===== config.mk =====
export PLATFORM = sky130hd
export DESIGN_NAME = asbt_uart
export DESIGN_NICKNAME = d
export VERILOG_FILES = /design/src/design/asbt_nfilt.v /design/src/design/asbt_uart.v
export VERILOG_INCLUDE_DIRS = /design/src /design/src/design
export SDC_FILE = /design/constraint.sdc
export NUM_CORES = 1
export LEC_CHECK = 0
export ABC_AREA = 1
export BUFFER_PORTS_ARGS = -buffer_cell sky130_fd_sc_hd__buf_2
export CAP_MARGIN = 20
export CORE_AREA = 5 5 76 148
export DETAILED_ROUTE_END_ITERATION = 10
export DIE_AREA = 0 0 81 153
export GPL_TIMING_DRIVEN = 0
export RECOVER_POWER = 25
export SLEW_MARGIN = 20
export SYNTH_ARGS = -nofsm -noshare
export SYNTH_HDL_FRONTEND = slang
export SYNTH_SLANG_ARGS = --single-unit

===== constraint.sdc =====
create_clock -name clock -period 2.9 [get_ports clock]
set_input_delay 0.435 -clock clock [delete_from_list [all_inputs] [get_ports clock]]
set_output_delay 0.435 -clock clock [all_outputs]
set_load 0.01 [all_outputs]

===== src/design/asbt_map.vh =====
// asbt_map.vh - constants for the async serial bit timing and flag block
// assumes: included by bare name from the design files under design/
`ifndef ASBT_MAP_VH
`define ASBT_MAP_VH
// extended mode setting field positions
`define ASBT_EMR_CKSRC_BIT   0
`define ASBT_EMR_BASE8_BIT   1
`define ASBT_EMR_NFEN_BIT    2
`define ASBT_EMR_WIDTH       3
`define ASBT_EMR_RESET       3'h0
// filter clock select: sample every sel+1 base clocks
`define ASBT_NF_SEL_WIDTH    2
`define ASBT_NF_SEL_RESET    2'h0
// base clock cycles per bit, and data bits per frame
`define ASBT_BASE_16         5'h10
`define ASBT_BASE_8          5'h08
`define ASBT_DATA_BITS       4'h8
`endif


===== src/design/asbt_nfilt.v =====
// asbt_nfilt.v - digital noise filter for the receive line
// assumes: sample_en is a one-cycle pulse; input synchronous to clock
module asbt_nfilt (
  input  wire clock,
  input  wire sys_rst,
  input  wire sample_en,
  input  wire din,
  output reg  dout
);
  reg [1:0] hist_q;

  // output only changes when three samples in a row agree (two held plus current)
  always @(posedge clock or posedge sys_rst) begin
    if (sys_rst) begin
      hist_q <= 2'h3;
      dout   <= 1'b1;
    end else if (sample_en) begin
      hist_q <= {hist_q[0], din};
      if (hist_q == {din, din})
        dout <= din;
    end
  end
endmodule // asbt_nfilt


===== src/design/asbt_uart.v =====
// asbt_uart.v - async serial unit with request flags held outside status
// assumes: one 100 MHz clock; ext and timer clock inputs are synchronous
// level clocks from which rising edges form the base clock
`include "asbt_map.vh"
// How it works
// - status carries no empty or full flag
// - raise tx/rx request flags on ready data
// - servicing a request clears its flag
// - mode bit picks external or timer clock
// - base cycles per bit: 8 or 16
// - mode bit enables receive noise filter
module asbt_uart (
  input  wire                          clock,
  input  wire                          sys_rst,
  input  wire [`ASBT_EMR_WIDTH-1:0]    extended_mode_reg,
  input  wire [`ASBT_NF_SEL_WIDTH-1:0] filter_setting_reg,
  input  wire                          ext_clk_in,
  input  wire                          timer_clock_source,
  input  wire                          tx_wr,
  input  wire [7:0]                    tx_data,
  input  wire                          tx_service_ack,
  input  wire                          tx_sw_clear,
  input  wire                          rx_service_ack,
  input  wire                          rx_sw_clear,
  input  wire                          rxd,
  output reg                           txd,
  output reg  [7:0]                    rx_data,
  output reg                           tx_request,
  output reg                           rx_request,
  output reg                           status_framing_err,
  output reg                           status_overrun_err,
  output reg                           status_tx_end
);
  localparam ST_IDLE  = 2'h0;
  localparam ST_START = 2'h1;
  localparam ST_DATA  = 2'h2;
  localparam ST_STOP  = 2'h3;

  reg       src_q;
  reg       base_en;
  reg [4:0] per_bit;
  reg [1:0] nf_cnt_q;
  reg       nf_en;
  wire      rx_filt;
  wire      rx_line;

  // base clock from the selected source's rising edge
  always @(posedge clock or posedge sys_rst) begin
    if (sys_rst) begin
      src_q <= 1'b0;
    end else begin
      src_q <= extended_mode_reg[`ASBT_EMR_CKSRC_BIT] ? timer_clock_source : ext_clk_in;
    end
  end

  always @* begin
    base_en = (extended_mode_reg[`ASBT_EMR_CKSRC_BIT] ? timer_clock_source : ext_clk_in)
              & ~src_q;
    per_bit = extended_mode_reg[`ASBT_EMR_BASE8_BIT] ? `ASBT_BASE_8 : `ASBT_BASE_16;
    nf_en   = base_en && (nf_cnt_q == 2'h0);
  end

  // filter sampling divider; a setting change only takes effect at wrap
  always @(posedge clock or posedge sys_rst) begin
    if (sys_rst) begin
      nf_cnt_q <= 2'h0;
    end else if (base_en) begin
      nf_cnt_q <= (nf_cnt_q == 2'h0) ? filter_setting_reg : nf_cnt_q - 2'h1;
    end
  end

  asbt_nfilt u_nfilt (
    .clock     (clock),
    .sys_rst   (sys_rst),
    .sample_en (nf_en),
    .din       (rxd),
    .dout      (rx_filt)
  );

  assign rx_line = extended_mode_reg[`ASBT_EMR_NFEN_BIT] ? rx_filt : rxd;

  // transmitter: holding register plus shifter
  reg [1:0] tx_st_q;
  reg [4:0] tx_cnt_q;
  reg [3:0] tx_bit_q;
  reg [7:0] tx_sh_q;
  reg [7:0] tx_hold_q;
  reg       tx_full_q;

  always @(posedge clock or posedge sys_rst) begin
    if (sys_rst) begin
      tx_st_q       <= ST_IDLE;
      tx_cnt_q      <= 5'h00;
      tx_bit_q      <= 4'h0;
      tx_sh_q       <= 8'h00;
      tx_hold_q     <= 8'h00;
      tx_full_q     <= 1'b0;
      txd           <= 1'b1;
      status_tx_end <= 1'b1;
    end else begin
      if (tx_wr) begin
        tx_hold_q <= tx_data;
        tx_full_q <= 1'b1;
      end
      case (tx_st_q)
        ST_IDLE: begin
          if (tx_full_q && !tx_wr) begin
            tx_sh_q       <= tx_hold_q;
            tx_full_q     <= 1'b0;
            tx_st_q       <= ST_START;
            tx_cnt_q      <= 5'h00;
            txd           <= 1'b0;
            status_tx_end <= 1'b0;
          end
        end
        ST_START, ST_DATA, ST_STOP: begin
          if (base_en) begin
            if (tx_cnt_q == per_bit - 5'h01) begin
              tx_cnt_q <= 5'h00;
              case (tx_st_q)
                ST_START: begin
                  tx_st_q  <= ST_DATA;
                  tx_bit_q <= 4'h0;
                  txd      <= tx_sh_q[0];
                end
                ST_DATA: begin
                  if (tx_bit_q == `ASBT_DATA_BITS - 4'h1) begin
                    tx_st_q <= ST_STOP;
                    txd     <= 1'b1;
                  end else begin
                    tx_bit_q <= tx_bit_q + 4'h1;
                    tx_sh_q  <= {1'b0, tx_sh_q[7:1]};
                    txd      <= tx_sh_q[1];
                  end
                end
                default: begin
                  tx_st_q       <= ST_IDLE;
                  status_tx_end <= ~tx_full_q;
                end
              endcase
            end else begin
              tx_cnt_q <= tx_cnt_q + 5'h01;
            end
          end
        end
        default: tx_st_q <= ST_IDLE;
      endcase
    end
  end

  // receiver: samples mid-bit, half a bit after the start edge
  reg [1:0] rx_st_q;
  reg [4:0] rx_cnt_q;
  reg [3:0] rx_bit_q;
  reg [7:0] rx_sh_q;
  reg       rx_done;

  always @(posedge clock or posedge sys_rst) begin
    if (sys_rst) begin
      rx_st_q            <= ST_IDLE;
      rx_cnt_q           <= 5'h00;
      rx_bit_q           <= 4'h0;
      rx_sh_q            <= 8'h00;
      rx_data            <= 8'h00;
      rx_done            <= 1'b0;
      status_framing_err <= 1'b0;
      status_overrun_err <= 1'b0;
    end else begin
      rx_done <= 1'b0;
      if (base_en) begin
        case (rx_st_q)
          ST_IDLE: begin
            rx_cnt_q <= 5'h00;
            if (!rx_line)
              rx_st_q <= ST_START;
          end
          ST_START: begin
            if (rx_cnt_q == {1'b0, per_bit[4:1]} - 5'h01) begin
              rx_cnt_q <= 5'h00;
              rx_bit_q <= 4'h0;
              rx_st_q  <= rx_line ? ST_IDLE : ST_DATA; // glitch start rejected
            end else begin
              rx_cnt_q <= rx_cnt_q + 5'h01;
            end
          end
          ST_DATA: begin
            if (rx_cnt_q == per_bit - 5'h01) begin
              rx_cnt_q <= 5'h00;
              rx_sh_q  <= {rx_line, rx_sh_q[7:1]};
              if (rx_bit_q == `ASBT_DATA_BITS - 4'h1)
                rx_st_q <= ST_STOP;
              else
                rx_bit_q <= rx_bit_q + 4'h1;
            end else begin
              rx_cnt_q <= rx_cnt_q + 5'h01;
            end
          end
          ST_STOP: begin
            if (rx_cnt_q == per_bit - 5'h01) begin
              rx_cnt_q           <= 5'h00;
              rx_st_q            <= ST_IDLE;
              status_framing_err <= ~rx_line;
              status_overrun_err <= rx_request;
              if (!rx_request)
                rx_data <= rx_sh_q; // unread data is kept on overrun
              rx_done <= ~rx_request;
            end else begin
              rx_cnt_q <= rx_cnt_q + 5'h01;
            end
          end
          default: rx_st_q <= ST_IDLE;
        endcase
      end
    end
  end

  // request flags live here, not in status; set beats clear
  always @(posedge clock or posedge sys_rst) begin
    if (sys_rst) begin
      tx_request <= 1'b0;
      rx_request <= 1'b0;
    end else begin
      if (tx_st_q == ST_IDLE && tx_full_q && !tx_wr)
        tx_request <= 1'b1;
      else if (tx_service_ack || tx_sw_clear)
        tx_request <= 1'b0;
      if (rx_done)
        rx_request <= 1'b1;
      else if (rx_service_ack || rx_sw_clear)
        rx_request <= 1'b0;
    end
  end
endmodule // asbt_uart


[After elaboration in Yosys (flattened, before gate mapping)]
Cells that the tools add are included.
Storage, ports and cells
  bits in registers: 68
  bits of input ports: 23
  output and inout port bits: 14
  word-level logic and storage cells: 146
Cells by class
  add/subtract/negate cells: 7
  eq/ne operators: 27
  multiplexer cells: 56
  bitwise logic cells: 5
  reductions and logical operators: 29
Operators by type and width (count)
  $mux 8: 5
  $mux 5: 6
  $ne 2x2->1 const B: 13
  $mux 2: 11
  $mux 1: 19
  $mux 4: 4
  $pmux 4 s2: 2
  $pmux 8 s2: 1
  $reduce_and 4->1: 4
  $eq 5x5->1: 3
  $pmux 5 s3: 1
  $reduce_and 5->1: 3
  $add 5x1->5 const B: 2
  $pmux 5 s2: 1
  $add 4x1->4 const B: 2
  $eq 2x2->1 const B: 4
  $eq 4x3->1 const B: 2
  $pmux 2 s2: 2
  $pmux 2 s4: 1
  $reduce_bool 2->1: 4
  $logic_not 2->1: 3
  $ne 3x3->1 const B: 2
  $pmux 1 s2: 3
  $reduce_and 3->1: 2
  other kinds (14): 24

[Logic depth before layout (Yosys ltp)]
  depth after elaboration: 6
  gate-level depth with buffers: 11
  depth with buffers taken out: 10

[By module]
From an unflattened synthesis, not the netlist that was laid out.
Second synthesis, totals
  cell total of the unflattened synthesis: 392
  area total of the unflattened synthesis: 3345.7 µm²
Modules (own cells, without submodules)
  asbt_uart: times used 1, cells an instance 376, area an instance 3210.6 µm², sequential area each 1629.1 µm²
  asbt_nfilt: times used 1, cells an instance 16, area an instance 135.1 µm², sequential area each 78.8 µm²

[Least setup slack after synthesis]
No wires, ideal clock.
  path kind: reg-to-reg
  start point: reg tx_st_q[0]
  end point: reg tx_sh_q[0]
  library setup time: 0.117 ns
  arrival time: 1.483 ns
  required time: 2.783 ns
  path slack: 1.300 ns
  cell stages (with the launch flop): 8
  path buffers: 0
  clock period less this slack: 1.600 ns
  cells stage by stage: dfrtp_1 -> inv_1 -> ha_1 -> clkinv_1 -> a21oi_4 -> nand3_4 -> nand2_1 -> nand2_1
On the way
  cells in the longest elaborated chain, start to end: 4
  elaborated cells between the ends (all ways): 12
  those cells by class: eq/ne: 8; mux: 1; reduce/logical: 3
RTL lines
  start: declaration: line asbt_uart.v:83  | reg [1:0] tx_st_q;
  start signal: assignment: line asbt_uart.v:92  | tx_st_q <= ST_IDLE;
  start signal: assignment: line asbt_uart.v:110  | tx_st_q <= ST_START;
  start signal: assignment: line asbt_uart.v:122  | tx_st_q <= ST_DATA;
  $eq 2x1->1 (tied with other cells): line asbt_uart.v:105  | case (tx_st_q)
  $reduce_or 3->1: line asbt_uart.v:105
  $ne 2x2->1 (no line)
  $reduce_and 5->1 (no line)
  end signal: assignment: line asbt_uart.v:108  | tx_sh_q <= tx_hold_q;
  end signal: assignment: line asbt_uart.v:132  | tx_sh_q <= {1'b0, tx_sh_q[7:1]};
  end: declaration: line asbt_uart.v:86  | reg [7:0] tx_sh_q;
Parallel ways exist; a longest one is shown, timed or not.
A chain may end at the register's enable or synchronous reset.

[Worst setup path in the final report]
  start point: reg tx_st_q[0]
  end point: reg tx_sh_q[2]
The elaborated chain is that of the path after synthesis.

==> flow_summary.toml <==
[clock_network]
cts-root-buf = "sky130_fd_sc_hd__clkbuf_16"
cts_post_setup_buffers_inserted = 0
tritoncts = "done"
buffer_levels_on_the_longest_clock_path = 2
cts_resized = 0
clock_buffer_count_from_cts = 9
clock_latency_ns = 0.33
cts-hold-fix-buffers = 0
cts_sinks = 68
clock_tree.htree_level_count = 3
clk_transition_reported_paths_ns = 0.06

[sta]
fin_crit_ns = 1.923
finClkSkew_ns = 0.007769
hold_viol = 0
grt_setup_unrepaired = "no"
timing.slew.headroom_pct = 10.50
min_period_over_period_pct = 66.31
final-max-slew-violation-count = 0
finalSetupViolCount = 0
fin_setup_tns_ns = 0
finalHoldWorstSlack_ns = 0.1325
tightest_slew_ns = 1.342
max_freq_ghz = 0.5200

[synthesis]
syn_inst = 407
synth_cell_area_um2 = 3396
synth_area_leaders = "sky130_fd_sc_hd__dfrtp_1 46%, sky130_fd_sc_hd__nand2_1 17%, sky130_fd_sc_hd__ha_1 4.1%"
post_synth_num_cell_types = 39
post_synth.cell_area_avg_um2 = 8.343
synth.largest_area_cell = "sky130_fd_sc_hd__dfrtp_1"
ys_seq_elements = 68
fraction_of_the_yosys_area_taken_by_sequential_cells_pct = 50.29
synth.net_count = 441
post-synth-top-area-fraction_pct = 46.43
yosys_warnings = 0

[pwr]
power.internal_w = 0.002349
ir_worst_vdd_v = 0.0006649
power.switching_w = 0.001228
power.static_leakage_nw = 2.068
share_of_power_burned_in_registers_pct = 36.1
comb_power_share_pct = 28.5
pwr-share-clk_pct = 35.5
switching_share_pct = 34.33
power_per_cell_area_nw_per_um2 = 873.7

[grt]
grt_start_max_net_pins = 56
first_global_vias = 2674
globalRouteOverflowTotal = 0
global_route.usage.total_pct = 12.57
first_pass_grt_wire_length_um = 12160
antenna_found_initial = 0

[cells_and_area]
diodes = 0
layout.cells.most_common = "sky130_fd_sc_hd__nand2_1"
layout_common_cells = "154 x sky130_fd_sc_hd__nand2_1, 63 x sky130_fd_sc_hd__dfrtp_1, 39 x sky130_fd_sc_hd__buf_2, 34 x sky130_fd_sc_hd__inv_1, 26 x sky130_fd_sc_hd__o21ai_0"
finish.net_count = 488
area_growth_syn_to_layout_pct = 20.56
post_route_cells_drive_above_1_share_pct = 18.30

[hold_path]
hold_class = "in2async"

[route]
wl_cell_um = 11.68
first_iter_violations = 134
drt_drc_violations_left = 0
drtAntennaViolNets = 0
routed-via-count = 2710
drt_wl_total_um = 6938
detailedRoute.firstPassIterationCount = 4
vias_per_cell = 4.562

[flow_run]
max_cap_viol_count = 0

[critical_path]
critical_path_end_type = "register"
worstSetupStartpointType = "register"
critical_path_required_ns = 3.11
arrival_ns = 2.14
timing.critical_path.fanout_max = 9
worstSetupPathType = "reg2reg"

[placed_design]
routability_cong = 0.7987
port-buffer-count = 35
estimated_wirelength_of_the_detail_placed_design_um = 5251

[die]
fp.coreArea_um2 = 10020
die_height_um = 153
die_x_um = 81
top_level_ports = 37
die_area_um2 = 12390
floorplan.rows = 52
initial_standard_cell_utilization_of_the_core_pct = 33.89

[run_status]
outcome = "completed"
[registers in the layout, summed over array words and instances, names as in the netlist, 2 cells and up, named ones only]
signal,cells
nf_cnt_q,2
rx_bit_q,4
rx_cnt_q,5
rx_data,8
rx_sh_q,8
tx_bit_q,4
tx_cnt_q,5
tx_hold_q,8
tx_sh_q,8
tx_st_q,2
u_nfilt.hist_q,2
[routing by layer]
metal,part of all wire (%),vias up,GRT usage [%]
li1,-,1400,-
met1,38,1248,13.23
met2,56,53,22.32
met3,4.1,9,3.887
met4,1.6,0,5.318
met5,0,-,0
[critical path, stage by stage, from the launching register on]
cell and delay, ns:
sky130_fd_sc_hd__dfrtp_1 0.42, sky130_fd_sc_hd__inv_1 0.16, sky130_fd_sc_hd__ha_1 0.19, sky130_fd_sc_hd__clkinv_1 0.27, sky130_fd_sc_hd__a21oi_4 0.44, sky130_fd_sc_hd__nand3_4 0.18, sky130_fd_sc_hd__nand2_1 0.10, sky130_fd_sc_hd__nand2_1 0.05
[path summary, 6_finish.rpt]
path	from	endpoint	slack [ns]	cells past startpoint
setup / recovery	tx_st_q[0]$_DFFE_PP0P_	tx_sh_q[2]$_DFFE_PP0P_	0.98	7
setup reg to reg	tx_st_q[0]$_DFFE_PP0P_	tx_sh_q[2]$_DFFE_PP0P_	0.98	7
hold reg to reg	rx_done$_DFF_PP0_	rx_request$_DFFE_PP0P_	0.44	1
max in group asynchronous	sys_rst	tx_sh_q[0]$_DFFE_PP0P_	1.10	3
min in group clock	tx_data[4]	tx_hold_q[4]$_DFFE_PP0P_	0.30	3
hold / removal	sys_rst	rx_data[3]$_DFFE_PP0P_	0.13	2
[power groups by stage]
| stage | registers [W] | logic, W | clock network (W) |
|---|---|---|---|
| after detailed placement | 0.00130 | 0.00104 | 0 |
| after floorplan | 0.00128 | 0.000790 | 0 |
| after global routing | 0.00132 | 0.00118 | 0.00135 |
| after CTS | 0.00129 | 0.00104 | 0.00130 |
| final | 0.00129 | 0.00102 | 0.00127 |
| after global placement | 0.00130 | 0.00102 | 0 |
[cell type report]
cell class | count | area (µm²)
clock buffer | 10 | 239.0
buffer | 10 | 72.57
sequential | 68 | 1708
fill | 1079 | 5926
clock inverter | 6 | 111.4
multi-input combinational | 291 | 1468
inverter | 38 | 146.4
timing repair buffer | 36 | 180.2
tap | 135 | 168.9
[Yosys cell counts]
cell	number
sky130_fd_sc_hd__nand4_1	16
sky130_fd_sc_hd__ha_1	11
sky130_fd_sc_hd__nor3_2	1
sky130_fd_sc_hd__nand3_2	1
sky130_fd_sc_hd__inv_2	1
sky130_fd_sc_hd__a21oi_4	1
sky130_fd_sc_hd__o21ai_0	26
sky130_fd_sc_hd__inv_4	1
sky130_fd_sc_hd__inv_1	35
sky130_fd_sc_hd__buf_6	1
sky130_fd_sc_hd__nor2_2	2
sky130_fd_sc_hd__clkinv_1	1
sky130_fd_sc_hd__a32o_1	1
sky130_fd_sc_hd__nand3_4	1
sky130_fd_sc_hd__nand2_4	1
sky130_fd_sc_hd__nor3b_1	1
sky130_fd_sc_hd__a22oi_1	1
sky130_fd_sc_hd__nand3b_1	1
sky130_fd_sc_hd__buf_4	3
sky130_fd_sc_hd__o21bai_1	1
sky130_fd_sc_hd__or2_2	3
sky130_fd_sc_hd__nand2_1	153
sky130_fd_sc_hd__dfrtp_1	63
sky130_fd_sc_hd__a21oi_1	3
sky130_fd_sc_hd__dfstp_2	5
sky130_fd_sc_hd__buf_2	4
sky130_fd_sc_hd__nand2_2	4
sky130_fd_sc_hd__buf_8	1
sky130_fd_sc_hd__nor3_1	2
sky130_fd_sc_hd__nand4_4	1
sky130_fd_sc_hd__nand3_1	16
sky130_fd_sc_hd__o21ai_1	15
sky130_fd_sc_hd__xnor2_1	3
sky130_fd_sc_hd__nor2_1	17
sky130_fd_sc_hd__xor2_1	5
sky130_fd_sc_hd__o22ai_1	2
sky130_fd_sc_hd__o211ai_1	1
sky130_fd_sc_hd__clkbuf_1	1
sky130_fd_sc_hd__nor2_4	1
[cell families (layout without fill, tap and decap cells)]
group	after synthesis	count (layout)	synth area share, %
and+or+nand+nor	221	221	28.89
buffers and inverters	48	100	6.411
AOI/OAI and AO/OA	51	51	8.290
DFF	68	68	50.29
adders and majority gates	11	11	4.053
xor gates and xnor gates	8	8	2.063
[per-stage QoR]
step | utilization (%) | setup slack (ns) | instances | total power, W | area, µm²
2_1_floorplan | - | 0.7618 | 407 | 0.002067 | 3396
3_3_place_gp | 37.33 | -0.1507 | 577 | 0.002316 | 3740
3_5_place_dp | 37.62 | 0.9698 | 578 | 0.002346 | 3770
4_1_cts | 41.12 | 0.9529 | 594 | 0.003637 | 4120
5_1_grt | 40.86 | 0.6545 | 594 | 0.003838 | 4094
6_report | 40.86 | 0.9769 | 594 | 0.003577 | 4094
No activity file was read; power rests on OpenSTA's default activity.
